**config.mk**
```make
export PLATFORM = sky130hd
export DESIGN_NAME = mmsa_core
export DESIGN_NICKNAME = d
export VERILOG_FILES = /design/src/inc/mmsa_pkg.sv /design/src/hdl/mmsa_core.sv
export VERILOG_INCLUDE_DIRS = /design/src /design/src/inc
export SDC_FILE = /design/constraint.sdc
export NUM_CORES = 2
export LEC_CHECK = 0
export ABC_AREA = 0
export BUFFER_PORTS_ARGS = -buffer_cell sky130_fd_sc_hd__buf_2
export CAP_MARGIN = 20
export CORE_ASPECT_RATIO = 1.5
export CORE_UTILIZATION = 45
export DETAILED_ROUTE_END_ITERATION = 12
export PLACE_DENSITY = 0.64
export SLEW_MARGIN = 20
export SYNTH_ARGS = -nofsm -noshare
export SYNTH_HDL_FRONTEND = slang
export SYNTH_SLANG_ARGS = --single-unit
```
**constraint.sdc**
```tcl
create_clock -name ref_clk -period 15.8 [get_ports ref_clk]
set_input_delay 0.79 -clock ref_clk [delete_from_list [all_inputs] [get_ports ref_clk]]
set_output_delay 0.79 -clock ref_clk [all_outputs]
set_load 0.05 [all_outputs]
```
**src/inc/mmsa_defs.svh**
```systemverilog
// Address map, vectors and sizes of the memory addressing block
`ifndef MMSA_DEFS_SVH
`define MMSA_DEFS_SVH

`define MMSA_ADDR_IND_A     8'h00
`define MMSA_ADDR_PTR_A     8'h01
`define MMSA_ADDR_IND_B     8'h02
`define MMSA_ADDR_PTR_B     8'h03
`define MMSA_ADDR_WREG      8'h05
`define MMSA_ADDR_PCL       8'h06
`define MMSA_ADDR_LKP       8'h07
`define MMSA_ADDR_LKH       8'h08
`define MMSA_GP_BASE        8'h40
`define MMSA_GP_WORDS       192
`define MMSA_READ_ZERO      8'h00
`define MMSA_RST_BYTE       8'h00
`define MMSA_BIT_ONE        8'h01

`define MMSA_VEC_RESET      12'h000
`define MMSA_VEC_I2C        12'h014
`define MMSA_VEC_TMR2       12'h018
`define MMSA_PC_STEP        12'h001
`define MMSA_LAST_PAGE      4'hF

`define MMSA_STACK_DEPTH    4'h8
`define MMSA_STACK_EMPTY    4'h0
`define MMSA_STACK_STEP     4'h1
`define MMSA_SP_STEP        3'h1
`define MMSA_SP_TOP         3'h0

`endif

```
**src/inc/mmsa_pkg.sv**
```systemverilog
// Types shared by the memory addressing block
`default_nettype none
package mmsa_pkg;

  typedef enum logic [3:0] {
    OP_NONE,
    OP_LOAD_W,
    OP_STORE_W,
    OP_WRITE,
    OP_LOAD_IMM,
    OP_BIT_SET,
    OP_BIT_FORCE_LOW,
    OP_LOOKUP_CUR,
    OP_LOOKUP_LAST,
    OP_CALL,
    OP_JUMP,
    OP_SUB_EXIT,
    OP_INT_EXIT
  } mmsa_op_t;

  typedef enum logic [0:0] {
    ST_IDLE,
    ST_LOOKUP
  } mmsa_state_t;

endpackage
`default_nettype wire
```
**src/hdl/mmsa_core.sv**
```systemverilog
// Data memory map, indirect access, table lookup and return stack
`include "mmsa_defs.svh"
`default_nettype none

// What this block does
// - Acknowledged enabled I2C interrupt with stack room jumps to 014H.
// - Acknowledged enabled third timer overflow with stack room jumps to 018H.
// - Current-page lookup address is PC[11:8] above the 8-bit lookup pointer.
// - Last-page lookup address is 1111 above the 8-bit lookup pointer.
// - Lookup puts low byte in chosen location, upper byte in register 08H.
// - Lookup pointer is read/write at 07H, loaded by software beforehand.
// - Every lookup read takes two cycles.
// - Stack holds eight PC entries, hidden from software and both spaces.
// - Call and interrupt push PC; both exit kinds pop it back.
// - Reset leaves the stack index at top, stack empty.
// - Full stack holds off interrupt acknowledge until an exit pops.
// - Call on full stack drops the oldest entry, keeping eight newest.
// - Unimplemented addresses below 40H read 00H.
// - Addresses below 40H are the same special space in every bank.
// - General purpose memory spans 40H to FFH, read and write.
// - Bit set and bit clear work on any non-dedicated data bit.
// - Address 00H reaches pointer 01H target, 02H reaches pointer 03H target.
// - Indirect access to 00H or 02H reads 00H and ignores writes.
// - Both indirect pointers are eight bits wide.
// - Working register sits at 05H and takes immediate operands.
// - Memory to memory moves go only through the working register.
// - Program counter low byte at 06H; writing it jumps within the page.
module mmsa_core (
  input  wire logic             ref_clk,
  input  wire logic             rst_b,
  input  wire logic             op_valid,
  input  wire mmsa_pkg::mmsa_op_t op_code,
  input  wire logic [7:0]       op_addr,
  input  wire logic [7:0]       op_wdata,
  input  wire logic [2:0]       op_bit,
  input  wire logic [11:0]      op_target,
  input  wire logic             pc_advance,
  input  wire logic             irq_i2c_req,
  input  wire logic             irq_tmr2_req,
  input  wire logic [15:0]      pmem_rdata,
  output logic      [11:0]      pc,
  output logic      [11:0]      lookup_addr,
  output logic      [7:0]       rd_data,
  output logic                  rd_valid,
  output logic                  busy,
  output logic      [7:0]       working_register,
  output logic                  stack_full,
  output logic                  stack_empty,
  output logic                  irq_ack_i2c,
  output logic                  irq_ack_tmr2
);

  mmsa_pkg::mmsa_state_t state_q;

  logic [7:0]  gp_ram_q [`MMSA_GP_WORDS];
  logic [11:0] stack_q  [`MMSA_STACK_DEPTH];
  logic [2:0]  stack_index_q;
  logic [3:0]  depth_q;
  logic [7:0]  indirect_pointer_a_q;
  logic [7:0]  indirect_pointer_b_q;
  logic [7:0]  lookup_pointer_q;
  logic [7:0]  lookup_high_byte_q;
  logic [7:0]  lk_dest_q;
  logic        lk_self_q;

  // Request decode
  wire        idle       = (state_q == mmsa_pkg::ST_IDLE);
  wire        take       = op_valid & idle;
  wire        in_lookup  = (state_q == mmsa_pkg::ST_LOOKUP);
  wire        op_lkc     = (op_code == mmsa_pkg::OP_LOOKUP_CUR);
  wire        op_lkl     = (op_code == mmsa_pkg::OP_LOOKUP_LAST);
  wire        op_call    = (op_code == mmsa_pkg::OP_CALL);
  wire        op_jump    = (op_code == mmsa_pkg::OP_JUMP);
  wire        op_exit    = (op_code == mmsa_pkg::OP_SUB_EXIT) |
                           (op_code == mmsa_pkg::OP_INT_EXIT);
  wire        op_load_w  = (op_code == mmsa_pkg::OP_LOAD_W);
  wire        op_imm     = (op_code == mmsa_pkg::OP_LOAD_IMM);
  wire        op_store_w = (op_code == mmsa_pkg::OP_STORE_W);
  wire        op_write   = (op_code == mmsa_pkg::OP_WRITE);
  wire        op_bset    = (op_code == mmsa_pkg::OP_BIT_SET);
  wire        op_bclr    = (op_code == mmsa_pkg::OP_BIT_FORCE_LOW);

  // Indirect windows resolve through their pointers
  wire        is_ind_a   = (op_addr == `MMSA_ADDR_IND_A);
  wire        is_ind_b   = (op_addr == `MMSA_ADDR_IND_B);
  wire [7:0]  eff_addr   = is_ind_a ? indirect_pointer_a_q :
                           is_ind_b ? indirect_pointer_b_q :
                           op_addr;
  wire        eff_window = (eff_addr == `MMSA_ADDR_IND_A) |
                           (eff_addr == `MMSA_ADDR_IND_B);
  // A window pointing at a window would chain forever; it is made dead
  wire        self_ind   = eff_window;

  // No bank bits enter the decode, so low space is common to all banks
  wire        gp_hit     = (eff_addr >= `MMSA_GP_BASE);
  wire [7:0]  gp_idx     = eff_addr - `MMSA_GP_BASE;

  wire [7:0]  mem_rd =
    self_ind                         ? `MMSA_READ_ZERO :
    gp_hit                           ? gp_ram_q[gp_idx] :
    (eff_addr == `MMSA_ADDR_PTR_A)   ? indirect_pointer_a_q :
    (eff_addr == `MMSA_ADDR_PTR_B)   ? indirect_pointer_b_q :
    (eff_addr == `MMSA_ADDR_WREG)    ? working_register :
    (eff_addr == `MMSA_ADDR_PCL)     ? pc[7:0] :
    (eff_addr == `MMSA_ADDR_LKP)     ? lookup_pointer_q :
    (eff_addr == `MMSA_ADDR_LKH)     ? lookup_high_byte_q :
                                       `MMSA_READ_ZERO;

  // Read-modify-write for single bit operations
  wire [7:0]  bit_mask = `MMSA_BIT_ONE << op_bit;
  wire [7:0]  bit_val  = op_bset ? (mem_rd | bit_mask)
                                 : (mem_rd & ~bit_mask);

  // Only one data operand per request: copies go via working register
  wire        op_mem_wr = op_store_w | op_write | op_bset | op_bclr;
  wire        wr_en   = (take & op_mem_wr & ~self_ind) |
                        (in_lookup & ~lk_self_q);
  wire [7:0]  wr_addr = in_lookup ? lk_dest_q : eff_addr;
  wire [7:0]  wr_data = in_lookup  ? pmem_rdata[7:0] :
                        op_store_w ? working_register :
                        op_write   ? op_wdata :
                        bit_val;
  wire        wr_gp   = wr_en & (wr_addr >= `MMSA_GP_BASE);
  wire [7:0]  wr_idx  = wr_addr - `MMSA_GP_BASE;
  wire        wr_pcl  = wr_en & (wr_addr == `MMSA_ADDR_PCL);
  wire        wr_wreg = wr_en & (wr_addr == `MMSA_ADDR_WREG);

  // Stack bookkeeping; index wraps so overflow overwrites the oldest
  wire [2:0]  sp_below  = stack_index_q - `MMSA_SP_STEP;
  wire [11:0] stack_top = stack_q[sp_below];
  wire        full      = (depth_q == `MMSA_STACK_DEPTH);
  wire        irq_any   = irq_i2c_req | irq_tmr2_req;
  // Interrupts wait for a free slot and for a quiet sequencer cycle
  wire        irq_take  = idle & ~op_valid & irq_any & ~full;
  wire        irq_i2c   = irq_take & irq_i2c_req;
  wire        irq_tmr2  = irq_take & ~irq_i2c_req;
  wire        push      = (take & op_call) | irq_take;
  wire        pop       = take & op_exit;

  wire [11:0] lk_addr_d = op_lkl ? {`MMSA_LAST_PAGE, lookup_pointer_q}
                                 : {pc[11:8], lookup_pointer_q};

  // Sequencer state: a lookup occupies one extra cycle
  always_ff @(posedge ref_clk) begin
    if (!rst_b) begin
      state_q <= mmsa_pkg::ST_IDLE;
    end else if (take & (op_lkc | op_lkl)) begin
      state_q <= mmsa_pkg::ST_LOOKUP;
    end else begin
      state_q <= mmsa_pkg::ST_IDLE;
    end
  end

  always_ff @(posedge ref_clk) begin
    if (!rst_b) begin
      busy <= 1'b0;
    end else begin
      busy <= take & (op_lkc | op_lkl);
    end
  end

  // Lookup address and destination captured on acceptance
  always_ff @(posedge ref_clk) begin
    if (!rst_b) begin
      lookup_addr <= `MMSA_VEC_RESET;
      lk_dest_q   <= `MMSA_RST_BYTE;
      lk_self_q   <= 1'b0;
    end else if (take & (op_lkc | op_lkl)) begin
      lookup_addr <= lk_addr_d;
      lk_dest_q   <= eff_addr;
      lk_self_q   <= self_ind;
    end
  end

  always_ff @(posedge ref_clk) begin
    if (!rst_b) begin
      lookup_high_byte_q <= `MMSA_RST_BYTE;
    end else if (in_lookup) begin
      lookup_high_byte_q <= pmem_rdata[15:8];
    end
  end

  // Pointer registers; the high byte register ignores writes
  always_ff @(posedge ref_clk) begin
    if (!rst_b) begin
      indirect_pointer_a_q <= `MMSA_RST_BYTE;
      indirect_pointer_b_q <= `MMSA_RST_BYTE;
      lookup_pointer_q     <= `MMSA_RST_BYTE;
    end else if (wr_en) begin
      if (wr_addr == `MMSA_ADDR_PTR_A) begin
        indirect_pointer_a_q <= wr_data;
      end
      if (wr_addr == `MMSA_ADDR_PTR_B) begin
        indirect_pointer_b_q <= wr_data;
      end
      if (wr_addr == `MMSA_ADDR_LKP) begin
        lookup_pointer_q <= wr_data;
      end
    end
  end

  always_ff @(posedge ref_clk) begin
    if (!rst_b) begin
      working_register <= `MMSA_RST_BYTE;
    end else if (take & op_imm) begin
      working_register <= op_wdata;
    end else if (take & op_load_w) begin
      working_register <= mem_rd;
    end else if (wr_wreg) begin
      working_register <= wr_data;
    end
  end

  // General purpose storage, no reset: contents undefined at power up
  always_ff @(posedge ref_clk) begin
    if (wr_gp) begin
      gp_ram_q[wr_idx] <= wr_data;
    end
  end

  always_ff @(posedge ref_clk) begin
    if (!rst_b) begin
      rd_data  <= `MMSA_RST_BYTE;
      rd_valid <= 1'b0;
    end else begin
      rd_data  <= (take & op_load_w) ? mem_rd : rd_data;
      rd_valid <= take & op_load_w;
    end
  end

  // Program counter: control transfers outrank the plain increment
  always_ff @(posedge ref_clk) begin
    if (!rst_b) begin
      pc <= `MMSA_VEC_RESET;
    end else if (irq_i2c) begin
      pc <= `MMSA_VEC_I2C;
    end else if (irq_tmr2) begin
      pc <= `MMSA_VEC_TMR2;
    end else if (take & (op_call | op_jump)) begin
      pc <= op_target;
    end else if (pop) begin
      pc <= stack_top;
    end else if (wr_pcl) begin
      pc <= {pc[11:8], wr_data};
    end else if (pc_advance) begin
      pc <= pc + `MMSA_PC_STEP;
    end
  end

  // Stack storage is never on the data path
  always_ff @(posedge ref_clk) begin
    if (push) begin
      stack_q[stack_index_q] <= pc;
    end
  end

  always_ff @(posedge ref_clk) begin
    if (!rst_b) begin
      stack_index_q <= `MMSA_SP_TOP;
      depth_q       <= `MMSA_STACK_EMPTY;
    end else if (push) begin
      stack_index_q <= stack_index_q + `MMSA_SP_STEP;
      depth_q       <= full ? depth_q : depth_q + `MMSA_STACK_STEP;
    end else if (pop && depth_q != `MMSA_STACK_EMPTY) begin
      stack_index_q <= sp_below;
      depth_q       <= depth_q - `MMSA_STACK_STEP;
    end
  end

  always_ff @(posedge ref_clk) begin
    if (!rst_b) begin
      stack_full   <= 1'b0;
      stack_empty  <= 1'b1;
      irq_ack_i2c  <= 1'b0;
      irq_ack_tmr2 <= 1'b0;
    end else begin
      stack_full   <= push ? (full | (depth_q == `MMSA_STACK_DEPTH -
                                      `MMSA_STACK_STEP))
                           : (pop ? 1'b0 : full);
      stack_empty  <= push ? 1'b0
                           : (pop ? (depth_q <= `MMSA_STACK_STEP)
                                  : (depth_q == `MMSA_STACK_EMPTY));
      irq_ack_i2c  <= irq_i2c;
      irq_ack_tmr2 <= irq_tmr2;
    end
  end
endmodule
`default_nettype wire

```
* Yosys cells after proc, flatten, opt, wreduce, memory -nomap -nowiden
Memories as Yosys holds them, arrays and structs flattened.
Index checks and enable logic that the tools add are counted.
** Word-level totals
- Register bits :: 95
- Latch bits :: 0
- Memory bits (writable) :: 1632
- Bits in read-only memories :: 0
- Bits of input ports :: 57
- Output and inout port bits :: 46
- Logic and storage cells :: 160
- Memories :: 2
** Operators by class
- Add/subtract/negate cells :: 7
- Multipliers :: 0
- Divide/modulo/power cells :: 0
- $lt $le $gt $ge :: 3
- Equality and inequality tests :: 29
- Shift operators :: 1
- Multiplexer cells :: 39
- Bitwise operators :: 39
- Reductions and logical operators :: 18
** Memories
- gp_ram_q :: depth 192, width 8, read ports 1, clocked after memory_dff 0, wr ports 1, RTL line mmsa_core.sv:55 : logic [7:0] gp_ram_q [`MMSA_GP_WORDS];
- stack_q :: depth 8, width 12, read ports 1, clocked after memory_dff 0, wr ports 1, RTL line mmsa_core.sv:56 : logic [11:0] stack_q [`MMSA_STACK_DEPTH];
** Operators by type and width (count)
- two-way mux 8 bit :: 18
- two-way mux 12 bit :: 5
- == test 8 x 3 -> 1 bit, second input constant :: 6
- == test 8 x 2 -> 1 bit, second input constant :: 4
- == test 4 bit, second input constant :: 6
- == test 4 x 3 -> 1 bit, second input constant :: 5
- bitwise AND 1 bit :: 18
- == test 8 x 1 -> 1 bit, second input constant :: 2
- >= comparator 8 x 7 -> 1 bit, second input constant :: 2
- logical NOT 8 bit :: 2
- subtractor 8 x 7 -> 8 bit, second input constant :: 2
- adder 12 x 1 -> 12 bit, second input constant :: 1
- two-way mux 4 bit :: 3
- bitwise OR 1 bit :: 11
- two-way mux 5 bit :: 2
- AND reduction 2 bit :: 5
- two-way mux 1 bit :: 9
- bitwise AND 8 bit :: 1
- == test 4 x 2 -> 1 bit, second input constant :: 2
- == test 8 x 4 -> 1 bit, second input constant :: 1
- NOT 8 bit :: 1
- bitwise OR 8 bit :: 1
- nonzero test 4 bit :: 2
- << shifter 1 x 3 -> 8 bit, first input constant :: 1
- other kinds (18) :: 26

* Depth between registers and ports, before layout
- Depth in word-level cells :: 22
- Depth in mapped cells :: 19
- Gate-level depth less buffers :: 16

* Worst setup path before layout
Ideal clock, no wire load.
- Path kind :: input to register
- From :: in op_addr[6]
- To :: mem gp_ram_q[0][4], data pin
- Setup time :: 1.756 ns
- Data arrival time :: 11.594 ns
- Data required time :: 14.044 ns
- Path slack :: 2.450 ns
- Stages :: 13
- Buffers on the path :: 1
- Path through :: nor3_1 > nand2_1 > o32ai_2 > clkbuf_1 > ha_1 > inv_1 > nor2_1 > nand2_1 > o22ai_1 > a211oi_1 > a211oi_1 > a31oi_1 > o31ai_1
** Between the ends
- Word-level cells in the longest chain between the ends :: 17
- Elaborated cells between the ends (all ways) :: 30
- Those cells by class :: add/sub (1); order compare (1); eq/ne (8); mux (14); bitwise (3); reduce/logical (2); memory (1)
** RTL lines
- start, declared :: RTL line mmsa_core.sv:33 : input wire logic [7:0] op_addr,
- == test 8 x 2 -> 1 bit (no line)
- two-way mux 8 bit :: RTL line mmsa_core.sv:87 : is_ind_b ? indirect_pointer_b_q :
- two-way mux 8 bit (*) :: RTL line mmsa_core.sv:86 : wire [7:0] eff_addr = is_ind_a ? indirect_pointer_a_q :
- parallel branches: the longest is 8 deep, another holds subtractor 8 x 7 -> 8 bit
- two-way mux 8 bit (no line) (*)
- bitwise AND 8 bit / bitwise OR 8 bit (equally long branches) :: RTL line mmsa_core.sv:112, mmsa_core.sv:111
- two-way mux 8 bit (*) :: RTL line mmsa_core.sv:111 : wire [7:0] bit_val = op_bset ? (mem_rd | bit_mask)
- two-way mux 8 bit (*) :: RTL line mmsa_core.sv:121 : op_write ? op_wdata :
- two-way mux 8 bit (*) :: RTL line mmsa_core.sv:120 : op_store_w ? working_register :
- two-way mux 8 bit (*) :: RTL line mmsa_core.sv:119 : wire [7:0] wr_data = in_lookup ? pmem_rdata[7:0] :
- named net wr_data[4] :: RTL line mmsa_core.sv:119
- end, declared :: RTL line mmsa_core.sv:55
Mark *: on every way through the listed nets, which the timed path passes.

* Worst setup path after layout
- From :: in op_addr[6]
- To :: mem gp_ram_q[177][5], data pin
Same word-level chain as after synthesis.

==> out/summary.md <==
The run gives 7,221 as the final instance count without filler cells. Max-cap violations in this run came to 0. The largest single stage delay on the critical path is 0.87 ns.

The starting utilization of the core area came out at 0.454. The sequential fraction of the synthesis area was 0.723; the share of cell area taken by muxes after synthesis was 0.0462. The area growth from synthesis to layout is 11.7%. The total of warnings raised by yosys was 0. The worst slew slack as a fraction of its limit was 0.214; the flop-to-flop setup slack was 7.74 ns. The region available for standard cell placement spans 155,000 um^2. The height of the chip came out at 486 um.

On the final layout, the worst clock skew is 0.0433 ns. The run gives 8 as the initial antenna violation count. The critical path contains buffers and inverters numbering 6 combined. The routed layout has 46.3k vias.

The clock passes through at most 3 buffers. Synthesis produced a netlist whose cell count is 4,978. The die is 325 um wide. Among cell families on the critical path, the largest total delay comes from buffers and inverters. The number of setup buffers added after CTS is 0.

The run finished with clean final reports. Buffers inserted during clock tree synthesis total 152. The number of buffers inserted by port buffering is 102. The XOR/XNOR share of the synthesized area is 0.00199, and the share of flip-flops with an asynchronous set or reset after synthesis is 0.

Entering global routing, the biggest net connects 166 pins. Setup slack closes at 7.56 ns. The routed wirelength normalized by instance count came out at 32.3 um. The fraction of the cycle the final worst path needs is 0.521, and the via count of the first global-routing pass is 44.3k. After filler insertion, the fill cell instance count of the layout stands at 12.9k. After synthesis, the netlist uses 86 different library cells. The worst IR drop on VDD is 92.1 uV, and the area of combinational cells with multiple inputs is 18,100 um^2.

For the global-route wire length before repair, the log shows 328,000 um. The power per unit of standard cell area works out to 128 nW/um^2. TritonCTS built the clock tree.

The clock tree synthesis step divided the H-tree into 4 levels. The post-synth design cell area is 70,400 um^2, and the aggregate negative setup slack is 0 ns. The worst setup path is of the in -> reg kind.

For this run, design rule violations remaining after detail routing come to 0. Setup violations remaining at the end of the flow were counted as 0. The tools report the flip-flop and latch area as 50,900 um^2. Time the worst path needs with I/O delays and setup: 8.24 ns. The simple-gate portion of the synthesized area is 0.100, and the mean area per synthesized cell is 14.1 um^2. The number of hold buffers added after CTS came out at 0.

Counting every sink on the clock net gives 1,726. After global routing the overflow that remains totals 0. The wire length reported by the detailed router is 233,000 um.

After clock tree synthesis, the clock-pin slew on the worst setup and hold paths is 0.07 ns. The all-layer global routing usage is 0.290, and the fraction of synthesized cell area taken by the top area cell type is 0.696. The clock latency of the later-clocked register in the worst-skew pair came out at 0.80 ns. The min-delay analysis places its worst path in the category in -> reg.

Final max-slew violation count: 0. The library cell used as clock root buffer was sky130_fd_sc_hd__clkbuf_16. In this run, the number of DRC markers left after iteration 0 of detailed routing was 5,760. The category of the worst setup path capture point was a flop. The run gives 121 MHz as the top achievable clock speed. Among all stages on the critical path, the largest delay is contributed by sky130_fd_sc_hd__buf_4. Sorting the synthesized cells by area gives the leading types as sky130_fd_sc_hd__edfxtp_1, sky130_fd_sc_hd__nand2_1, sky130_fd_sc_hd__mux2i_1, sky130_fd_sc_hd__dfxtp_1, sky130_fd_sc_hd__a211oi_1. The die outline area came out at 158,000 um^2. The combinational family with the most area after synthesis was compound AO/OA/AOI/OAI gates. The top fanout value on the critical path is 165.

The completed layout was analyzed and its total power is 10.0 mW. The final hold violation count is 0. For the number of nets with antenna violations after detailed routing, the log shows 0. Setup repair after global routing left no endpoint under its margin. The worst setup path is launched from a primary input. Summed over all instances, the cell type with the most area after synthesis is sky130_fd_sc_hd__edfxtp_1.

The first TritonRoute pass finished after 8 iterations. The vias per cell is 6.42, and the number of storage elements in the synthesis netlist is 1,726. For the I/O pin count, the log shows 103. In this run, placement finished with an instance count of 6,928.

Once the clock tree was built, the resizer swapped 0 gates to a different size. The worst-margin pin slew is 1.17 ns. The signal on the critical path passes through buf_2 > or3_1 > o31ai_4 > buf_12 > nand2_8 > buf_12 > buf_4 > mux2i_1 > a2111oi_0 > o2111ai_1 > o211ai_1 > a32o_1 > nand2_1 > o31a_1 > inv_6 > buf_4. The tools report the required arrival time at the worst endpoint as 16.22 ns. Counting flops with a built-in enable in the synthesized netlist gives 1,632. The adder-cell area share of the yosys netlist was 0.00142. Data arrives at the worst endpoint at 8.66 ns. Row generation in the floorplan step produced 177 rows. The fraction of the mapped netlist area in compound gates is 0.103, and the routability congestion estimate from global placement is 0.933.

The final net count came out at 5,090. Estimated wirelength of the detail-placed design: 141,000 um. The fraction of layout instances using a drive strength above 1 was 0.123; the worst setup timing slack at the placement stage was 6.93 ns. The total leakage power was 26.1 nW. The prevailing post-synth register cell is sky130_fd_sc_hd__edfxtp_1. The tools report the net count after synthesis as 5,043.
-- sequential cells by signal (all words and copies together) (netlist names), 3 cells and up --
signal,count
working_register,8
indirect_pointer_a_q,8
indirect_pointer_b_q,8
lookup_high_byte_q,8
stack_q,96
gp_ram_q,1536
lookup_addr,12
depth_q,4
lookup_pointer_q,8
lk_dest_q,8
pc,12
stack_index_q,3
rd_data,8
-- routing by layer --
layer / vias to the layer above / routed length, um / GRT usage
li1: 19500 / - / -
met1: 23300 / 80300 / 0.340
met2: 2837 / 112000 / 0.478
met3: 745 / 22200 / 0.0600
met4: 2 / 18700 / 0.205
met5: - / 9 / 0
-- worst paths after layout --
kind                                                           end  cells past startpoint                            startpoint
worst min register to register             rd_data[5]$_SDFFE_PN0P_                      2               rd_data[5]$_SDFFE_PN0P_
worst max-delay path                    gp_ram_q[177][5]$_DFFE_PP_                     16                            op_addr[6]
worst max register to register          gp_ram_q[113][4]$_DFFE_PP_                     14  indirect_pointer_b_q[1]$_SDFFE_PN0P_
worst min-delay path            lookup_high_byte_q[3]$_SDFFE_PN0P_                      3                        pmem_rdata[11]
-- layout by cell type, fill, tap and decap left out, types with 16 or more instances in the layout --
cell type,n
sky130_fd_sc_hd__clkinv_1,27
sky130_fd_sc_hd__o21ai_0,91
sky130_fd_sc_hd__edfxtp_1,1632
sky130_fd_sc_hd__dfxtp_1,92
sky130_fd_sc_hd__nand3_1,118
sky130_fd_sc_hd__and3_1,236
sky130_fd_sc_hd__a32oi_1,86
sky130_fd_sc_hd__buf_4,147
sky130_fd_sc_hd__nand4_1,35
sky130_fd_sc_hd__o211ai_1,29
sky130_fd_sc_hd__a21oi_1,94
sky130_fd_sc_hd__a31oi_1,143
sky130_fd_sc_hd__a211oi_1,239
sky130_fd_sc_hd__inv_1,23
sky130_fd_sc_hd__mux2i_1,209
sky130_fd_sc_hd__a221oi_1,21
sky130_fd_sc_hd__clkinv_2,32
sky130_fd_sc_hd__nand2_1,747
sky130_fd_sc_hd__bufinv_16,22
sky130_fd_sc_hd__clkbuf_1,23
sky130_fd_sc_hd__buf_2,102
sky130_fd_sc_hd__a311oi_1,40
sky130_fd_sc_hd__nor3_1,26
sky130_fd_sc_hd__a2111oi_0,16
sky130_fd_sc_hd__o22ai_1,55
sky130_fd_sc_hd__clkbuf_16,158
sky130_fd_sc_hd__nor2_1,294
sky130_fd_sc_hd__mux4_2,45
-- Yosys cell counts (21+ instances only) --
| cell type | count |
|---|---|
| sky130_fd_sc_hd__edfxtp_1 | 1632 |
| sky130_fd_sc_hd__nand2_1 | 752 |
| sky130_fd_sc_hd__nor2_1 | 320 |
| sky130_fd_sc_hd__a211oi_1 | 239 |
| sky130_fd_sc_hd__and3_1 | 236 |
| sky130_fd_sc_hd__mux2i_1 | 209 |
| sky130_fd_sc_hd__clkbuf_1 | 190 |
| sky130_fd_sc_hd__a31oi_1 | 143 |
| sky130_fd_sc_hd__buf_2 | 128 |
| sky130_fd_sc_hd__nand3_1 | 119 |
| sky130_fd_sc_hd__a21oi_1 | 95 |
| sky130_fd_sc_hd__dfxtp_1 | 94 |
| sky130_fd_sc_hd__o21ai_0 | 91 |
| sky130_fd_sc_hd__a32oi_1 | 86 |
| sky130_fd_sc_hd__o22ai_1 | 55 |
| sky130_fd_sc_hd__mux4_2 | 45 |
| sky130_fd_sc_hd__a311oi_1 | 40 |
| sky130_fd_sc_hd__nand4_1 | 35 |
| sky130_fd_sc_hd__o211ai_1 | 29 |
| sky130_fd_sc_hd__nor3_1 | 28 |
| sky130_fd_sc_hd__inv_1 | 27 |
| sky130_fd_sc_hd__buf_1 | 23 |
| sky130_fd_sc_hd__buf_4 | 23 |
| sky130_fd_sc_hd__a221oi_1 | 21 |
-- area by class of cell --
class | instances | share of cell area
clock buffers | 182 | 0.0516
clock inverters | 100 | 0.0141
inverters | 29 | 0.00170
multi-input cells | 2859 | 0.230
well taps | 2058 | 0.0327
flip-flops and latches | 1726 | 0.647
diodes | 10 | 0.000318
repair buffers | 257 | 0.0224
-- per-stage QoR --
stage | cell area (um^2) | hold slack [ns] | util
finish | 78600 | 0.240 | 0.507
global route | 78600 | 0.251 | 0.506
CTS | 78600 | 0.203 | 0.506
detailed placement | 73400 | 0.484 | 0.473
global placement | 73300 | 0.482 | 0.472
floorplan | 70400 | 0.460 | -
-- cells by family (layout without fill, tap and decap cells) --
family,count (synthesis),in the layout
simple gates,1578,1578
mux,267,267
xor+xnor,16,16
compound gates,990,990
flops,1726,1726
buf+inv,393,568
other cells,0,10
fa+ha+maj,8,8
-- tightest hold or removal path, stage by stage --
cell                      delay [ns]
sky130_fd_sc_hd__buf_2          0.07
sky130_fd_sc_hd__mux2i_1        0.06
sky130_fd_sc_hd__nor2_1         0.07
-- where the power goes --
group,switching [mW],internal [mW]
logic,0.714,0.197
registers,0.0170,5.22
clock network,1.69,2.20
Power figures use the tool's default switching activity.
